==> src/b2sp_pkg.sv <==
/*
  shared constants and types for the burst-of-two sram port: pin widths,
  lane layout, read latencies, synchroniser depth and host state codes.
  assumes both ends run on one 200 MHz clock and are joined by b2sp_if.
*/
// How it works
// - write data taken on both clock edges
// - controller drives load strobe low per transaction
// - every transaction moves exactly two beats
// - byte lane selects are active low
// - each select covers nine data bits
// - deselected lanes keep their stored contents
// - selects sampled with their own data beat
// - address taken on positive clock rise only
// - one shared address bus for both directions
// - two equal arrays, 20 or 19 address bits
// - address ignored when nothing is loaded
// - direction high reads, low writes
// - read beats launched by output clock pair
// - output clock may be phased for deskew; here c stays in phase with k
// - accesses start on positive input clock rise
// - free-running echo strobe follows output clock
// - pll bypass low selects short latency mode
package b2sp_pkg;

  // pin widths large enough for both variants; each one uses the low part
  localparam int ADDR_W      = 20;
  localparam int DATA_W      = 36;
  localparam int LANE_W      = 9;
  localparam int LANES       = 4;

  // variant shapes
  localparam int NARROW_DW   = 18;
  localparam int NARROW_AW   = 20;
  localparam int WIDE_DW     = 36;
  localparam int WIDE_AW     = 19;

  // transfer shape and timing
  localparam int BEATS       = 2;
  localparam int SYNC_STAGES = 2;
  localparam int LAT_PLL     = 3;   // output-clock edges, pll running
  localparam int LAT_BYPASS  = 2;   // output-clock edges, pll bypassed
  localparam int PIPE_DEPTH  = 5;
  localparam int FIFO_DEPTH  = 8;
  localparam int CLK_PERIOD_NS  = 5;
  localparam int BYPASS_FMAX_MHZ = 167;

  // host wait from issue to first returned beat, in clk cycles
  localparam logic [3:0] WAIT_PLL    = 4'(2 * SYNC_STAGES + 1 + LAT_PLL);
  localparam logic [3:0] WAIT_BYPASS = 4'(2 * SYNC_STAGES + 1 + LAT_BYPASS);

  typedef enum logic [2:0] {
    HOST_IDLE   = 3'b001,
    HOST_BEAT1  = 3'b010,
    HOST_RDWAIT = 3'b100
  } b2sp_host_state_type;

endpackage

==> src/b2sp_if.sv <==
/*
  pins between the memory controller end and the sram end.
  assumes both ends share clk_i; the complement clocks are implied by k and c.
*/
`timescale 1ns/1ps
interface b2sp_if;
  logic                         k;
  logic                         c;
  logic                         load_strobe_n;
  logic                         rw;
  logic [b2sp_pkg::ADDR_W-1:0]  addr;
  logic [b2sp_pkg::DATA_W-1:0]  d;
  logic [b2sp_pkg::LANES-1:0]   byte_lane_write_sel_n;
  logic                         pll_bypass_n;
  logic [b2sp_pkg::DATA_W-1:0]  q;
  logic                         echo_strobe;
  logic                         echo_strobe_n;

  modport host (
    output k, c, load_strobe_n, rw, addr, d, byte_lane_write_sel_n, pll_bypass_n,
    input  q, echo_strobe, echo_strobe_n
  );
  modport dev (
    input  k, c, load_strobe_n, rw, addr, d, byte_lane_write_sel_n, pll_bypass_n,
    output q, echo_strobe, echo_strobe_n
  );
endinterface

==> src/b2sp_fifo.sv <==
/*
  small fifo with valid/ready on both sides and a fill level.
  assumes one clock and a synchronous active-high reset.
*/
`timescale 1ns/1ps
module b2sp_fifo #(
  parameter int WIDTH = 36,
  parameter int DEPTH = 8
) (
  // clock and reset
  input  wire logic                   clk_i,
  input  wire logic                   reset_i,
  // fill side
  input  wire logic                   in_valid_i,
  output logic                        in_ready_o,
  input  wire logic [WIDTH-1:0]       in_data_i,
  // drain side
  output logic                        out_valid_o,
  input  wire logic                   out_ready_i,
  output logic [WIDTH-1:0]            out_data_o,
  // status
  output logic [$clog2(DEPTH):0]      level_o
);
  localparam int PW = $clog2(DEPTH);

  logic [WIDTH-1:0] mem_ff [DEPTH];
  logic [PW:0]      wr_ptr_ff;
  logic [PW:0]      rd_ptr_ff;
  logic             push;
  logic             pop;

  assign level_o     = wr_ptr_ff - rd_ptr_ff;
  assign in_ready_o  = (level_o != (PW+1)'(DEPTH));
  assign out_valid_o = (level_o != '0);
  assign out_data_o  = mem_ff[rd_ptr_ff[PW-1:0]];
  assign push        = in_valid_i & in_ready_o;
  assign pop         = out_valid_o & out_ready_i;

  always_ff @(posedge clk_i) begin
    if (reset_i) begin
      wr_ptr_ff <= '0;
    end else if (push) begin
      wr_ptr_ff <= wr_ptr_ff + 1'b1;
    end
  end

  always_ff @(posedge clk_i) begin
    if (reset_i) begin
      rd_ptr_ff <= '0;
    end else if (pop) begin
      rd_ptr_ff <= rd_ptr_ff + 1'b1;
    end
  end

  always_ff @(posedge clk_i) begin
    if (push) begin
      mem_ff[wr_ptr_ff[PW-1:0]] <= in_data_i;
    end
  end
endmodule

==> src/b2sp_host.sv <==
/*
  controller end of the burst-of-two port: issues at most one transaction per
  input-clock period, none while a read awaits its beats, drives k and c as clk_i divided by two, and collects
  read beats into a fifo. assumes the far end is b2sp_dev on the same clk_i.
*/
`timescale 1ns/1ps
module b2sp_host #(
  parameter bit WIDE = 1'b1
) (
  // clock and reset
  input  wire logic                          clk_i,
  input  wire logic                          reset_i,
  // pins
  b2sp_if.host                               link,
  // command
  input  wire logic                          cmd_valid_i,
  output logic                               cmd_ready_o,
  input  wire logic                          cmd_read_i,
  input  wire logic [b2sp_pkg::ADDR_W-1:0]   cmd_addr_i,
  input  wire logic [b2sp_pkg::DATA_W-1:0]   wr_data0_i,
  input  wire logic [b2sp_pkg::DATA_W-1:0]   wr_data1_i,
  input  wire logic [b2sp_pkg::LANES-1:0]    wr_sel0_n_i,
  input  wire logic [b2sp_pkg::LANES-1:0]    wr_sel1_n_i,
  input  wire logic                          pll_bypass_n_i,
  // read beats
  output logic                               rd_valid_o,
  input  wire logic                          rd_ready_i,
  output logic [b2sp_pkg::DATA_W-1:0]        rd_data_o
);
  localparam int LN = WIDE ? b2sp_pkg::LANES : b2sp_pkg::LANES / 2;
  localparam logic [b2sp_pkg::LANES-1:0] MASK_N = ~((b2sp_pkg::LANES)'((1 << LN) - 1));
  localparam int FLW = $clog2(b2sp_pkg::FIFO_DEPTH) + 1;
  localparam logic [FLW-1:0] ROOM = FLW'(b2sp_pkg::FIFO_DEPTH - b2sp_pkg::BEATS);

  b2sp_pkg::b2sp_host_state_type state_ff;
  b2sp_pkg::b2sp_host_state_type nxt_state;
  logic                          k_ff;
  logic                          c_ff;
  logic                          ld_n_ff;
  logic                          rw_ff;
  logic [b2sp_pkg::ADDR_W-1:0]   addr_ff;
  logic [b2sp_pkg::DATA_W-1:0]   d_ff;
  logic [b2sp_pkg::DATA_W-1:0]   d1_ff;
  logic [b2sp_pkg::LANES-1:0]    sel_n_ff;
  logic [b2sp_pkg::LANES-1:0]    sel1_n_ff;
  logic                          pll_n_ff;
  logic                          ready_ff;
  logic [3:0]                    wait_ff;
  logic [1:0]                    beats_ff;
  logic [b2sp_pkg::DATA_W:0]     rx_sync_ff [b2sp_pkg::SYNC_STAGES];
  logic                          echo_prev_ff;
  logic                          echo_s;
  logic [b2sp_pkg::DATA_W-1:0]   q_s;
  logic                          accept;
  logic                          capture;
  logic                          fifo_in_ready;
  logic [FLW-1:0]                fifo_level;

  assign accept  = cmd_valid_i & ready_ff;
  assign {echo_s, q_s} = rx_sync_ff[b2sp_pkg::SYNC_STAGES-1];
  assign capture = (beats_ff != 2'h0) & (wait_ff == 4'h0) & (echo_s ^ echo_prev_ff) &
                   fifo_in_ready;

  always_comb begin
    nxt_state = state_ff;
    case (state_ff)
      b2sp_pkg::HOST_IDLE:   nxt_state = accept ? b2sp_pkg::HOST_BEAT1 : b2sp_pkg::HOST_IDLE;
      b2sp_pkg::HOST_BEAT1:  nxt_state = rw_ff ? b2sp_pkg::HOST_RDWAIT : b2sp_pkg::HOST_IDLE;
      b2sp_pkg::HOST_RDWAIT: begin
        if (capture && beats_ff == 2'h1) begin
          nxt_state = b2sp_pkg::HOST_IDLE;
        end
      end
      default:               nxt_state = b2sp_pkg::HOST_IDLE;
    endcase
  end

  always_ff @(posedge clk_i) begin
    if (reset_i) begin
      state_ff <= b2sp_pkg::HOST_IDLE;
    end else begin
      state_ff <= nxt_state;
    end
  end

  // k and c run free; c is kept in phase with k, so no deskew offset
  always_ff @(posedge clk_i) begin
    if (reset_i) begin
      k_ff     <= 1'b0;
      c_ff     <= 1'b0;
      pll_n_ff <= 1'b1;
    end else begin
      k_ff     <= ~k_ff;
      c_ff     <= ~c_ff;
      pll_n_ff <= pll_bypass_n_i;
    end
  end

  // ready only in the half period before a k rise, with room for two beats
  always_ff @(posedge clk_i) begin
    if (reset_i) begin
      ready_ff <= 1'b0;
    end else begin
      ready_ff <= (nxt_state == b2sp_pkg::HOST_IDLE) & k_ff & (fifo_level <= ROOM);
    end
  end

  // beat 0 rides with the k rise, beat 1 with the k fall
  always_ff @(posedge clk_i) begin
    if (reset_i) begin
      ld_n_ff   <= 1'b1;
      rw_ff     <= 1'b1;
      addr_ff   <= '0;
      d_ff      <= '0;
      d1_ff     <= '0;
      sel_n_ff  <= '1;
      sel1_n_ff <= '1;
    end else if (accept) begin
      ld_n_ff   <= 1'b0;
      rw_ff     <= cmd_read_i;
      addr_ff   <= cmd_addr_i;
      d_ff      <= wr_data0_i;
      d1_ff     <= wr_data1_i;
      sel_n_ff  <= wr_sel0_n_i | MASK_N;
      sel1_n_ff <= wr_sel1_n_i | MASK_N;
    end else if (state_ff == b2sp_pkg::HOST_BEAT1) begin
      ld_n_ff   <= 1'b1;
      d_ff      <= d1_ff;
      sel_n_ff  <= sel1_n_ff;
    end else begin
      ld_n_ff   <= 1'b1;
      sel_n_ff  <= '1;
    end
  end

  always_ff @(posedge clk_i) begin
    if (reset_i) begin
      wait_ff  <= '0;
      beats_ff <= '0;
    end else if (accept) begin
      wait_ff  <= pll_n_ff ? b2sp_pkg::WAIT_PLL : b2sp_pkg::WAIT_BYPASS;
      beats_ff <= cmd_read_i ? 2'(b2sp_pkg::BEATS) : 2'h0;
    end else begin
      if (wait_ff != 4'h0) begin
        wait_ff <= wait_ff - 4'h1;
      end
      if (capture) begin
        beats_ff <= beats_ff - 2'h1;
      end
    end
  end

  // returned beats and echo pass two flops before anything looks at them
  always_ff @(posedge clk_i) begin
    if (reset_i) begin
      for (int i = 0; i < b2sp_pkg::SYNC_STAGES; i++) begin
        rx_sync_ff[i] <= '0;
      end
      echo_prev_ff <= 1'b0;
    end else begin
      rx_sync_ff[0] <= {link.echo_strobe, link.q};
      for (int i = 1; i < b2sp_pkg::SYNC_STAGES; i++) begin
        rx_sync_ff[i] <= rx_sync_ff[i-1];
      end
      echo_prev_ff <= echo_s;
    end
  end

  b2sp_fifo #(
    .WIDTH (b2sp_pkg::DATA_W),
    .DEPTH (b2sp_pkg::FIFO_DEPTH)
  ) u_fifo (
    .clk_i       (clk_i),
    .reset_i     (reset_i),
    .in_valid_i  (capture),
    .in_ready_o  (fifo_in_ready),
    .in_data_i   (q_s),
    .out_valid_o (rd_valid_o),
    .out_ready_i (rd_ready_i),
    .out_data_o  (rd_data_o),
    .level_o     (fifo_level)
  );

  assign link.k                     = k_ff;
  assign link.c                     = c_ff;
  assign link.load_strobe_n         = ld_n_ff;
  assign link.rw                    = rw_ff;
  assign link.addr                  = addr_ff;
  assign link.d                     = d_ff;
  assign link.byte_lane_write_sel_n = sel_n_ff;
  assign link.pll_bypass_n          = pll_n_ff;
  assign cmd_ready_o                = ready_ff;
endmodule

==> src/flat_wrapper.sv <==
// flat-port wrapper written by rule: the top's interface ports become plain ports
module b2sp_host_flat 
#(
  parameter bit WIDE = 1'b1
)
  (clk_i, reset_i, cmd_valid_i, cmd_ready_o, cmd_read_i, cmd_addr_i, wr_data0_i, wr_data1_i, wr_sel0_n_i, wr_sel1_n_i, pll_bypass_n_i, rd_valid_o, rd_ready_i, rd_data_o, link_k, link_c, link_load_strobe_n, link_rw, link_addr, link_d, link_byte_lane_write_sel_n, link_pll_bypass_n, link_q, link_echo_strobe, link_echo_strobe_n);
  b2sp_if link_i ();
  input  wire logic clk_i;
  input  wire logic reset_i;
  input  wire logic cmd_valid_i;
  output logic cmd_ready_o;
  input  wire logic cmd_read_i;
  input  wire logic [b2sp_pkg::ADDR_W-1:0] cmd_addr_i;
  input  wire logic [b2sp_pkg::DATA_W-1:0] wr_data0_i;
  input  wire logic [b2sp_pkg::DATA_W-1:0] wr_data1_i;
  input  wire logic [b2sp_pkg::LANES-1:0] wr_sel0_n_i;
  input  wire logic [b2sp_pkg::LANES-1:0] wr_sel1_n_i;
  input  wire logic pll_bypass_n_i;
  output logic rd_valid_o;
  input  wire logic rd_ready_i;
  output logic [b2sp_pkg::DATA_W-1:0] rd_data_o;
  output wire logic [$bits(link_i.k)-1:0] link_k;
  output wire logic [$bits(link_i.c)-1:0] link_c;
  output wire logic [$bits(link_i.load_strobe_n)-1:0] link_load_strobe_n;
  output wire logic [$bits(link_i.rw)-1:0] link_rw;
  output wire logic [$bits(link_i.addr)-1:0] link_addr;
  output wire logic [$bits(link_i.d)-1:0] link_d;
  output wire logic [$bits(link_i.byte_lane_write_sel_n)-1:0] link_byte_lane_write_sel_n;
  output wire logic [$bits(link_i.pll_bypass_n)-1:0] link_pll_bypass_n;
  input wire logic [$bits(link_i.q)-1:0] link_q;
  input wire logic [$bits(link_i.echo_strobe)-1:0] link_echo_strobe;
  input wire logic [$bits(link_i.echo_strobe_n)-1:0] link_echo_strobe_n;
  assign link_k = link_i.k;
  assign link_c = link_i.c;
  assign link_load_strobe_n = link_i.load_strobe_n;
  assign link_rw = link_i.rw;
  assign link_addr = link_i.addr;
  assign link_d = link_i.d;
  assign link_byte_lane_write_sel_n = link_i.byte_lane_write_sel_n;
  assign link_pll_bypass_n = link_i.pll_bypass_n;
  assign link_i.q = link_q;
  assign link_i.echo_strobe = link_echo_strobe;
  assign link_i.echo_strobe_n = link_echo_strobe_n;
  b2sp_host #(.WIDE(WIDE)) u_core (.clk_i(clk_i), .reset_i(reset_i), .link(link_i), .cmd_valid_i(cmd_valid_i), .cmd_ready_o(cmd_ready_o), .cmd_read_i(cmd_read_i), .cmd_addr_i(cmd_addr_i), .wr_data0_i(wr_data0_i), .wr_data1_i(wr_data1_i), .wr_sel0_n_i(wr_sel0_n_i), .wr_sel1_n_i(wr_sel1_n_i), .pll_bypass_n_i(pll_bypass_n_i), .rd_valid_o(rd_valid_o), .rd_ready_i(rd_ready_i), .rd_data_o(rd_data_o));
endmodule
==> config.mk <==
export PLATFORM = sky130hd
export DESIGN_NAME = b2sp_host_flat
export DESIGN_NICKNAME = d
export VERILOG_FILES = /design/src/b2sp_pkg.sv /design/src/b2sp_if.sv /design/src/b2sp_fifo.sv /design/src/b2sp_host.sv /design/src/flat_wrapper.sv
export SDC_FILE = /design/constraint.sdc
export NUM_CORES = 1
export LEC_CHECK = 0
export BUFFER_PORTS_ARGS = -buffer_cell sky130_fd_sc_hd__clkbuf_2
export CELL_PAD_IN_SITES_DETAIL_PLACEMENT = 1
export CELL_PAD_IN_SITES_GLOBAL_PLACEMENT = 1
export CORE_UTILIZATION = 45
export CTS_BUF_LIST = sky130_fd_sc_hd__clkbuf_8
export CTS_CLUSTER_DIAMETER = 40
export DETAILED_ROUTE_END_ITERATION = 12
export GPL_TIMING_DRIVEN = 1
export PLACE_DENSITY_LB_ADDON = 0.1
export SLEW_MARGIN = 10
export SYNTH_ARGS = -nofsm -noshare
export SYNTH_HDL_FRONTEND = slang
export SYNTH_SLANG_ARGS = --single-unit
==> constraint.sdc <==
create_clock -name clk_i -period 6.3 [get_ports clk_i]
set_input_delay 0.315 -clock clk_i [delete_from_list [all_inputs] [get_ports clk_i]]
set_output_delay 0.315 -clock clk_i [all_outputs]
set_load 0.1 [all_outputs]
==> flow_summary.ini <==
[logic_synthesis]
netlist_instances = 1201
synth_cell_types = 46
synth_top_area_share_pct = 48.6
synth_warnings = 0
yosysMostFrequentCell = edfxtp_1
synth_area_per_cell_um2 = 14.8
ys_seq_area_share_pct = 71.2
syn_nets = 1355
synth_commonest_cells = 288 x edfxtp_1, 201 x dfxtp_1, 192 x nand2_1
synthArstFlopShare_pct = 0
ys.flop_type = edfxtp_1
synth_edf_count = 288
synth_area_leaders = edfxtp_1 49%, dfxtp_1 23%, mux4_2 9.1%
synth_area_mm2 = 0.0178
ys_ff_latch = 489
synth.largest_area_cell = edfxtp_1

[clocking]
cts-htree-levels = 3
numCtsBuffers = 84
post_cts_buffers = 0
clkLatencyLatePin_ns = 0.63
clock_path_buffers = 3
path_clk_slew_ns = 0.06
cts_resized = 0
cts_root_buf = clkbuf_8
cts_sinks = 489
cts_tree = done
holdBufCountCts = 139

[routing]
drt-total-wl_um = 42900
remaining_drc_errors = 0
drt_iter0_markers = 448
drtAntennaViolNets = 0
wl_per_cell_um = 19.5
vias = 11165
viasPerCell = 5.07
drt_first_pass_iters = 4

[cells_and_area]
syn2layout_area_growth_pct = 26.9
fillers = 3811
drive_gt1_share_pct = 29.7
final_nets = 1767

[placement]
gp_congestion = 0.715
io_buffers = 245
dpl.hpwl_um = 22400
place_ws_ns = 2.79

[power_and_ir_drop]
p_int_mw = 5.60
p_sw_mw = 2.81
combPwrFrac_pct = 23.7
cellPowerDensity_mw_per_mm2 = 372
p_sw_share_pct = 33.4
p_seq_share_pct = 43.4
p_clk_share_pct = 32.9
ir_worst_vdd_mv = 0.149
leakagePower_nw = 8.28

[floorplanning]
rows = 72
num_io_pins = 247
core_area_mm2 = 0.0388
dieHeight_um = 201
dieWidth_um = 201
initial_core_util_pct = 45.8
dieArea_mm2 = 0.0403

[grt]
grt_max_degree = 115
grtUsageMet1_pct = 26.8
grt_pass1_vias = 12276
globalRouteMet2Util_pct = 36.8
grt-ovfl-total = 0
grt_pass1_wl_um = 68000
grt_antenna_before_repair = 3
grt_util_all_layers_pct = 21.6
use_met3_pct = 6.07
grt_busiest_layer = met2

[critical_path]
path_class = flop to output pin
path_max_fanout = 39
crit_path_end_kind = output pin
startpoint_type = flop
critPathArrivalTime_ns = 3.54
required_ns = 5.98

[timing]
setup_slack_ns = 2.44
setup_tns_ns = 0
finalHoldViolations = 0
period_minus_slack_ns = 3.86
tightestPinTransition_ns = 1.18
slew_violations = 0
max_freq_mhz = 259
relSlewSlack_pct = 21.3
final.period_utilization_pct = 61.3
grt_setup_unrepaired = no
setup_viol = 0
fin_skew_ns = 0.0239

[run]
cap_viol_max_count = 0

[worst_hold_path]
hold_class = input port to flop

[status]
status = complete, no violations
==> power by group through the flow <==
stage / logic (mW) / clock network (mW) / registers [mW]
floorplan: 1.51 / 0 / 3.79
global placement: 1.92 / 0 / 3.71
detailed placement: 1.93 / 0 / 3.72
CTS: 2.01 / 2.85 / 3.65
global route: 2.10 / 2.97 / 3.68
finish: 1.99 / 2.76 / 3.65
==> area by class of cell <==
| cell class | instances | area, um2 | share of cell area, % |
|---|---|---|---|
| diodes | 2 | 5.00 | 0.0222 |
| clock buffers | 93 | 1280 | 5.67 |
| clock inverters | 61 | 354 | 1.57 |
| inverters | 9 | 33.8 | 0.150 |
| multi-input cells | 629 | 4850 | 21.4 |
| flip-flops and latches | 489 | 12700 | 56.1 |
| well taps | 518 | 648 | 2.87 |
| repair buffers | 400 | 2740 | 12.1 |
==> worst max-delay path, stage by stage, from the launching register on <==
cell and delay [ns]:
dfxtp_4 0.89, buf_4 0.71, mux4_2 0.59, mux2_2 0.31, clkbuf_2 0.38
==> path summary, 6_finish.rpt <==
path	from	end	slack (ns)	depth (start not counted)
min reg2reg	u_core.link.c	u_core.link.c	0.42	1
min	reset_i	u_core.link.k	0.08	2
max reg2reg	u_core.u_fifo.wr_ptr_ff[0]	u_core.u_fifo.mem_ff[7][28]	2.83	9
max	flop	rd_data_o[22]	2.44	4
==> state kept, by name (all words and copies together) (netlist names), 2 cells and up, named ones only <==
register                           count
u_core.link.byte_lane_write_sel_n      4
u_core.beats_ff                        2
u_core.state_ff                        3
u_core.sel1_n_ff                       4
u_core.d1_ff                          36
u_core.wait_ff                         4
u_core.u_fifo.rd_ptr_ff                4
u_core.u_fifo.mem_ff                 288
u_core.link.addr                      20
u_core.u_fifo.wr_ptr_ff                4
u_core.rx_sync_ff                     74
u_core.link.d                         36
==> cell families (layout without fill, tap and decap cells) <==
group | count (synthesis) | after routing | synth area share (%)
adders and majority gates | 10 | 10 | 0.745
AOI/OAI and AO/OA | 129 | 129 | 4.72
DFF | 489 | 489 | 71.2
xor gates and xnor gates | 7 | 7 | 0.344
muxes | 110 | 110 | 11.5
other | 0 | 2 | 0
and+or+nand+nor | 373 | 373 | 9.68
buffers and inverters | 83 | 563 | 1.80
==> per-layer routing <==
layer	vias to the layer above	part of all wire (%)
met3	68	5.8
met5	-	0.030
met1	5558	42
met2	280	50
li1	5257	-
met4	2	2.0
==> placed cells by master (no fill, tap or decap), types with 16 or more instances in the layout <==
cell type      synthesis  layout
mux2_2                37      37
dfxtp_1              201     198
buf_4                  0      16
nor2b_1               76      76
edfxtp_1             288     288
a311oi_1              38      38
dlygate4sd3_1          0     139
inv_1                  9      45
a21oi_1               68      68
nand2_1              192     191
clkbuf_2               0     244
mux4_2                72      72
clkbuf_8               0      93
nor2_1                64      64
==> through the flow <==
stage | instance area [um2] | power (mW) | utilization [%] | hold WS (ns) | std cells
after detailed placement | 19600 | 5.65 | 50.4 | 0.403 | 1906
after global routing | 22600 | 8.75 | 58.2 | 0.0914 | 2201
after floorplan | 17800 | 5.30 | - | 0.414 | 1201
after CTS | 22600 | 8.51 | 58.2 | 0.0541 | 2199
final | 22600 | 8.40 | 58.2 | 0.0820 | 2201
after global placement | 19600 | 5.63 | 50.4 | 0.401 | 1906
Note: power is estimated with default switching activity, not from simulation.
